## config.mk

```make
export PLATFORM = sky130hd
export DESIGN_NAME = qcmp_top
export DESIGN_NICKNAME = d
export VERILOG_FILES = /design/src/core/qcmp_pkg.sv /design/src/core/qcmp_edge.sv /design/src/core/qcmp_top.sv
export SDC_FILE = /design/constraint.sdc
export NUM_CORES = 1
export LEC_CHECK = 0
export BUFFER_PORTS_ARGS = -buffer_cell sky130_fd_sc_hd__buf_2
export CAP_MARGIN = 20
export CORE_MARGIN = 2
export CORE_UTILIZATION = 45
export DETAILED_ROUTE_END_ITERATION = 16
export PLACE_DENSITY = 0.73
export SLEW_MARGIN = 20
export SYNTH_ARGS = -nofsm -noshare
export SYNTH_HDL_FRONTEND = slang
export SYNTH_HIERARCHICAL = 1
export SYNTH_SLANG_ARGS = --single-unit
```

## constraint.sdc

```tcl
create_clock -name pclk -period 1.8 [get_ports pclk]
set_clock_uncertainty 0.15 [all_clocks]
set_input_delay 0.36 -clock pclk [delete_from_list [all_inputs] [get_ports pclk]]
set_output_delay 0.36 -clock pclk [all_outputs]
set_load 0.005 [all_outputs]
```

## src/core/qcmp_pkg.sv

```systemverilog
package qcmp_pkg;

  // Channel count and field widths
  localparam int NUM_CH = 4;
  localparam int POL_W = 3;
  localparam int REG_W = 8;
  localparam int ADDR_W = 12;
  localparam int DATA_W = 32;
  localparam int STRB_W = 4;
  localparam int WARM_W = 3;

  // Channels from this index upward share the last polarity bit
  localparam int POL_SHARED_CH = 2;

  // Register byte offsets
  localparam logic [ADDR_W-1:0] STATUS_OFFSET = 12'h000;
  localparam logic [ADDR_W-1:0] CONTROL_OFFSET = 12'h004;
  localparam logic [ADDR_W-1:0] IRQ_STATUS_OFFSET = 12'h008;
  localparam logic [ADDR_W-1:0] IRQ_MASK_OFFSET = 12'h00C;

  // Reset values
  localparam logic [REG_W-1:0] CONTROL_RESET = 8'h00;
  localparam logic [NUM_CH-1:0] FLAGS_RESET = 4'h0;
  localparam logic [NUM_CH-1:0] MASK_RESET = 4'h0;
  localparam logic [DATA_W-1:0] RDATA_RESET = 32'h0000_0000;

  // Control register layout: polarity 7:5, interrupt enables 4:1, enable 0
  typedef struct packed {
    logic [POL_W-1:0] edge_polarity_select;
    logic [NUM_CH-1:0] channel_interrupt_enable;
    logic enable;
  } qcmp_control_type;

  // Status register layout: event flags 7:4, live levels 3:0
  typedef struct packed {
    logic [NUM_CH-1:0] channel_event_flag;
    logic [NUM_CH-1:0] comparator_level;
  } qcmp_status_type;

  typedef struct packed {
    logic psel;
    logic penable;
    logic pwrite;
    logic [ADDR_W-1:0] paddr;
    logic [DATA_W-1:0] pwdata;
    logic [STRB_W-1:0] pstrb;
  } qcmp_apb_req_type;

  typedef struct packed {
    logic [DATA_W-1:0] prdata;
    logic pready;
    logic pslverr;
  } qcmp_apb_rsp_type;

  typedef enum logic [2:0] {
    SEL_STATUS,
    SEL_CONTROL,
    SEL_IRQ_STATUS,
    SEL_IRQ_MASK,
    SEL_NONE
  } qcmp_sel_type;

  // Per-channel sampler state
  typedef struct packed {
    logic stage1;
    logic stage2;
    logic prev;
    logic [WARM_W-1:0] warm;
  } qcmp_edge_state_type;

  // Top-level state
  typedef struct packed {
    qcmp_control_type control;
    logic [NUM_CH-1:0] event_flag;
    logic [NUM_CH-1:0] irq_sticky;
    logic [NUM_CH-1:0] irq_mask;
    qcmp_apb_rsp_type rsp;
    logic irq;
    logic irq_pulse;
  } qcmp_top_state_type;

endpackage

```

## src/core/qcmp_edge.sv

```systemverilog
`timescale 1ns/1ps
module qcmp_edge (
  input wire logic pclk,
  input wire logic presetn,
  input wire logic enable,
  input wire logic level_async,
  input wire logic rising_sel,
  output logic level_sync,
  output logic edge_event
);
  import qcmp_pkg::*;

  qcmp_edge_state_type state;
  qcmp_edge_state_type next_state;

  // Two-stage synchroniser, a history sample and a warm-up shift
  always_comb begin
    next_state = state;
    if (!enable) begin
      next_state = '0;
    end else begin
      next_state.stage1 = level_async;
      next_state.stage2 = state.stage1;
      next_state.prev = state.stage2;
      next_state.warm = {state.warm[WARM_W-2:0], 1'b1};
    end
  end

  always_ff @(posedge pclk or negedge presetn) begin
    if (!presetn) begin
      state <= '0;
    end else begin
      state <= next_state;
    end
  end

  assign level_sync = state.stage2;

  // Edge only once history holds a real sample, so enabling never fakes one
  assign edge_event = state.warm[WARM_W-1] &
    (rising_sel ? (state.stage2 & ~state.prev) : (~state.stage2 & state.prev));

endmodule

```

## src/core/qcmp_top.sv

```systemverilog
// Implementation choices: the APB register port and the register offsets.
`timescale 1ns/1ps
// What this block does
// - Four independent comparator channels, irq and polling
// - Comparators run only while global enable set
// - Two interrupt outputs, irq and irq_pulse, each combining all channels
// - Channel interrupts only when its enable set
// - Polarity bits choose rising or falling edges
// - Status read returns live comparator levels
// - Event flag per channel held until read
// - Polarity bit 2 serves channels 2 and 3
// - Status: flags bits 7:4, levels 3:0
// - Control: enable 0, enables 4:1, polarity 7:5
module qcmp_top (
  input wire logic pclk,
  input wire logic presetn,
  input qcmp_pkg::qcmp_apb_req_type apb_req,
  output qcmp_pkg::qcmp_apb_rsp_type apb_rsp,
  input wire logic [qcmp_pkg::NUM_CH-1:0] comparator_level_in,
  output logic comparator_enable,
  output logic irq,
  output logic irq_pulse
);
  import qcmp_pkg::*;

  qcmp_top_state_type state;
  qcmp_top_state_type next_state;

  logic [NUM_CH-1:0] level_sync;
  logic [NUM_CH-1:0] edge_event;
  logic [NUM_CH-1:0] chan_event;
  logic [POL_W-1:0] pol;

  // Address decode, shared by the setup and completion phases
  function automatic qcmp_sel_type decode_sel(input logic [ADDR_W-1:0] addr);
    qcmp_sel_type sel;
    sel = SEL_NONE;
    if (addr == STATUS_OFFSET) begin
      sel = SEL_STATUS;
    end else if (addr == CONTROL_OFFSET) begin
      sel = SEL_CONTROL;
    end else if (addr == IRQ_STATUS_OFFSET) begin
      sel = SEL_IRQ_STATUS;
    end else if (addr == IRQ_MASK_OFFSET) begin
      sel = SEL_IRQ_MASK;
    end
    return sel;
  endfunction

  // Polarity bit that governs a channel
  function automatic int pol_index(input int ch);
    return (ch < POL_SHARED_CH) ? ch : POL_SHARED_CH;
  endfunction

  assign pol = state.control.edge_polarity_select;

  // One sampler per channel; all stay cleared while the block is off
  generate
    for (genvar i = 0; i < NUM_CH; i++) begin : g_chan
      qcmp_edge u_edge (
        .pclk(pclk),
        .presetn(presetn),
        .enable(state.control.enable),
        .level_async(comparator_level_in[i]),
        .rising_sel(pol[pol_index(i)]),
        .level_sync(level_sync[i]),
        .edge_event(edge_event[i])
      );
      assign chan_event[i] = state.control.enable &
        state.control.channel_interrupt_enable[i] & edge_event[i];
    end
  endgenerate

  always_comb begin
    qcmp_sel_type sel;
    qcmp_status_type stat_word;
    logic setup;
    logic done;
    logic wr_lane0;
    logic [NUM_CH-1:0] flag_clear;
    logic [NUM_CH-1:0] sticky_clear;
    logic [DATA_W-1:0] rdata;
    qcmp_status_type shown;
    sel = decode_sel(apb_req.paddr);
    stat_word = '0;
    setup = 1'b0;
    done = 1'b0;
    wr_lane0 = 1'b0;
    flag_clear = '0;
    sticky_clear = '0;
    rdata = RDATA_RESET;
    shown = '0;
    next_state = state;

    setup = apb_req.psel & ~apb_req.penable;
    done = apb_req.psel & apb_req.penable & state.rsp.pready;
    wr_lane0 = done & apb_req.pwrite & apb_req.pstrb[0];

    // Status word as seen now: live levels, held flags
    stat_word.comparator_level = level_sync;
    stat_word.channel_event_flag = state.event_flag;

    // Read mux, sampled in the setup cycle
    case (sel)
      SEL_STATUS: begin
        rdata = {{(DATA_W-REG_W){1'b0}}, stat_word};
      end
      SEL_CONTROL: begin
        rdata = {{(DATA_W-REG_W){1'b0}}, state.control};
      end
      SEL_IRQ_STATUS: begin
        rdata = {{(DATA_W-NUM_CH){1'b0}}, state.irq_sticky};
      end
      SEL_IRQ_MASK: begin
        rdata = {{(DATA_W-NUM_CH){1'b0}}, state.irq_mask};
      end
      default: begin
        rdata = RDATA_RESET;
      end
    endcase

    // Read of status clears only the flags that were returned
    shown = state.rsp.prdata[REG_W-1:0];
    if (done && !apb_req.pwrite && sel == SEL_STATUS) begin
      flag_clear = shown.channel_event_flag;
    end
    if (wr_lane0 && sel == SEL_IRQ_STATUS) begin
      sticky_clear = apb_req.pwdata[NUM_CH-1:0];
    end

    // New events win over a clear in the same cycle
    next_state.event_flag = (state.event_flag & ~flag_clear) | chan_event;
    next_state.irq_sticky = (state.irq_sticky & ~sticky_clear) | chan_event;

    if (wr_lane0 && sel == SEL_CONTROL) begin
      next_state.control = apb_req.pwdata[REG_W-1:0];
    end
    if (wr_lane0 && sel == SEL_IRQ_MASK) begin
      next_state.irq_mask = apb_req.pwdata[NUM_CH-1:0];
    end

    // Zero-wait answer: ready in the first access cycle
    if (setup) begin
      next_state.rsp.pready = 1'b1;
      next_state.rsp.pslverr = (sel == SEL_NONE);
      next_state.rsp.prdata = apb_req.pwrite ? RDATA_RESET : rdata;
    end else if (done) begin
      next_state.rsp.pready = 1'b0;
      next_state.rsp.pslverr = 1'b0;
      next_state.rsp.prdata = RDATA_RESET;
    end

    next_state.irq_pulse = |chan_event;
    next_state.irq = |(next_state.irq_sticky & next_state.irq_mask);
  end

  always_ff @(posedge pclk or negedge presetn) begin
    if (!presetn) begin
      state.control <= CONTROL_RESET;
      state.event_flag <= FLAGS_RESET;
      state.irq_sticky <= FLAGS_RESET;
      state.irq_mask <= MASK_RESET;
      state.rsp <= '0;
      state.irq <= 1'b0;
      state.irq_pulse <= 1'b0;
    end else begin
      state <= next_state;
    end
  end

  assign apb_rsp = state.rsp;
  assign comparator_enable = state.control.enable;
  assign irq = state.irq;
  assign irq_pulse = state.irq_pulse;

endmodule

```

==> flow_metrics.py <==
metrics = {
    "worst_hold_path": {
        "hold_depth": 2,
        "hp-class": "in2reg",
    },
    "route": {
        "detailedRoute.firstIterationViolations": 97,
        "wl_um": 5090,
        "drt-pass1-iter-count": 4,
        "drtAntennaViolNets": 0,
        "avgViaCountPerCell": 4.91,
        "post-route-drc-count": 0,
        "vias": 1773,
        "wl_per_cell_um": 14.1,
    },
    "floorplanning": {
        "num_rows": 27,
        "die_y_um": 80.5,
        "fp.dieArea_um2": 6480,
        "io_pins": 94,
        "die_w_um": 80.5,
        "initial_utilization": 0.473,
        "core_um2": 5570,
    },
    "pwr": {
        "p_leak_uw": 0.00155,
        "p_total_uw": 2170,
        "ir_worst_vdd_uv": 425,
        "p_per_area_nw_per_um2": 701,
    },
    "synth": {
        "synth_top_area_share": 0.532,
        "ys_ff_latch": 56,
        "synth_enable_flop_cells": 0,
        "ys_types": 39,
        "synthFlopType": "dfrtp_1",
        "yosysSeqAreaShare": 0.532,
        "synth_top_area_cell": "dfrtp_1",
        "synth_area_um2": 2640,
        "async_flop_share": 1.00,
        "synth_cells": 230,
        "yosysWarnings": 6,
        "syn_area_per_cell_um2": 11.5,
        "yosys-top-cells-area": "dfrtp_1, buf_4, and2_1, mux4_2, mux2_2",
    },
    "grt": {
        "grt_max_degree": 57,
        "grt.total_usage": 0.163,
        "grt-ovfl-total": 0,
        "grt_pass1_wl_um": 7920,
        "grt_antenna_before_repair": 0,
        "grt_pass1_vias": 1644,
    },
    "critical_path": {
        "reg2reg_depth": 5,
        "worstSetupEndpointType": "flop",
        "startpoint_type": "primary input",
        "worstPathArrival_ps": 1810,
        "crit_type": "in2reg",
        "cp_max_fo": 9,
        "cp_data_required_time_ps": 1850,
    },
    "cts": {
        "clockBufferDepth": 2,
        "cts_sinks": 56,
        "numCtsBuffers": 5,
        "h-tree-depth": 2,
        "clock_latency_ps": 320,
        "cts_tree": "built",
        "cts-root-buf": "clkbuf_8",
        "clkTransAtPathRegs_ps": 110,
    },
    "place": {
        "globalplace.congestion": 0.852,
        "dp_hpwl_um": 3740,
        "numPortBuffers": 42,
    },
    "timing": {
        "max_freq_mhz": 568,
        "slew_violations": 0,
        "period_share": 0.978,
        "setup_viol": 0,
        "tns_ps": 0,
        "layout_min_cycle_time_ps": 1760,
        "hold_viol": 0,
    },
    "final_layout": {
        "regArea_um2": 1400,
        "fillCellCount": 495,
        "syn2layout_area_growth_pct": 17.6,
        "nNetsFinal": 345,
        "mostFrequentLayoutCells": "dfrtp_1, buf_2, conb_1",
        "layout_commonest_cell": "dfrtp_1",
        "drive_gt1_frac": 0.343,
        "multi_input_area_um2": 1050,
        "diodes": 0,
    },
    "status": {
        "status": "complete, no violations",
    },
    "run": {
        "drv_cap": 0,
    },
}
## stage by stage
stage	cells	hold slack, ps	utilization	worst slack (ps)	instance area, um2
after floorplan	253	-85.6	-	-224	2740
after global placement	350	226	0.527	-328	2940
after detailed placement	350	241	0.527	-357	2940
after CTS	359	85.5	0.548	5.27	3060
after global routing	361	103	0.556	-9.36	3100
final	361	88.0	0.556	39.7	3100
## worst max-delay path, cell delays in order
cell and delay [ps]:
buf_2 110, nor4_4 330, nand4_4 190, nor4_4 300
buf_12 180, mux2_2 340
## state kept, by name, indices dropped and copies added (netlist names)
register                  cells
pol                           3
irq                           1
g_chan.u_edge/level_sync      4
state                        16
comparator_enable             1
apb_rsp                      10
g_chan.u_edge/state          20
irq_pulse                     1
## layer usage
layer,track usage,vias up,wire [um]
met2,0.264,61,2600
met1,0.218,854,2120
met5,0,-,0
li1,-,851,-
met3,0.0292,7,292
met4,0.0644,0,74
## timing repair
item,in CTS,in global routing
resized for setup,2,6
endpoints found under the setup margin,6,11
hold buffers,1,0
pin swaps,0,5
hold endpoints to repair,56,0
setup buffers,0,2
## synthesized netlist by cell type, types with 2 or more instances
master,instances
dfrtp_1,56
buf_4,35
and2_1,20
nand2_1,19
inv_1,13
o21ai_0,11
mux2_2,7
or2_2,7
mux2i_1,5
nor2_1,5
and3_1,4
mux4_2,4
nand3_1,4
nand4b_1,4
nand4bb_1,4
a21boi_0,3
a21o_1,3
o22ai_1,3
nor4_1,2
o41a_1,2
## cell type report
class | instances | area share
clock buffers | 5 | 0.0222
clock inverters | 3 | 0.00727
inverters | 13 | 0.0158
multi-input cells | 147 | 0.340
flip-flops and latches | 56 | 0.452
well taps | 72 | 0.0291
repair buffers | 65 | 0.134
## power breakdown
group	switching, uW	total, uW	internal, uW
combinational	99.0	178	79.0
sequential	10.9	1290	1280
clock	427	706	280
total	536	2170	1630
## logic make-up (layout without fill, tap and decap cells)
| logic type | count (synthesis) | after routing | share of synthesized area |
|---|---|---|---|
| other cells | 1 | 24 | 0.00142 |
| flops | 56 | 56 | 0.532 |
| buf+inv | 50 | 86 | 0.122 |
| mux | 16 | 16 | 0.0831 |
| compound gates | 29 | 29 | 0.0760 |
| simple gates | 78 | 78 | 0.186 |
## worst paths after layout
kind,startpoint,to,slack (ps)
worst min register to register,g_chan[3].u_edge/state[0],g_chan[3].u_edge/state[1],300
max in group asynchronous,presetn,state[36],850
worst max register to register,apb_rsp[1],state[51],50
worst max-delay path,apb_req[46],state[51],40
worst min-delay path,comparator_level_in[0],g_chan[0].u_edge/state[5],90
min in group asynchronous,presetn,state[38],410
Power figures use the tool's default switching activity.
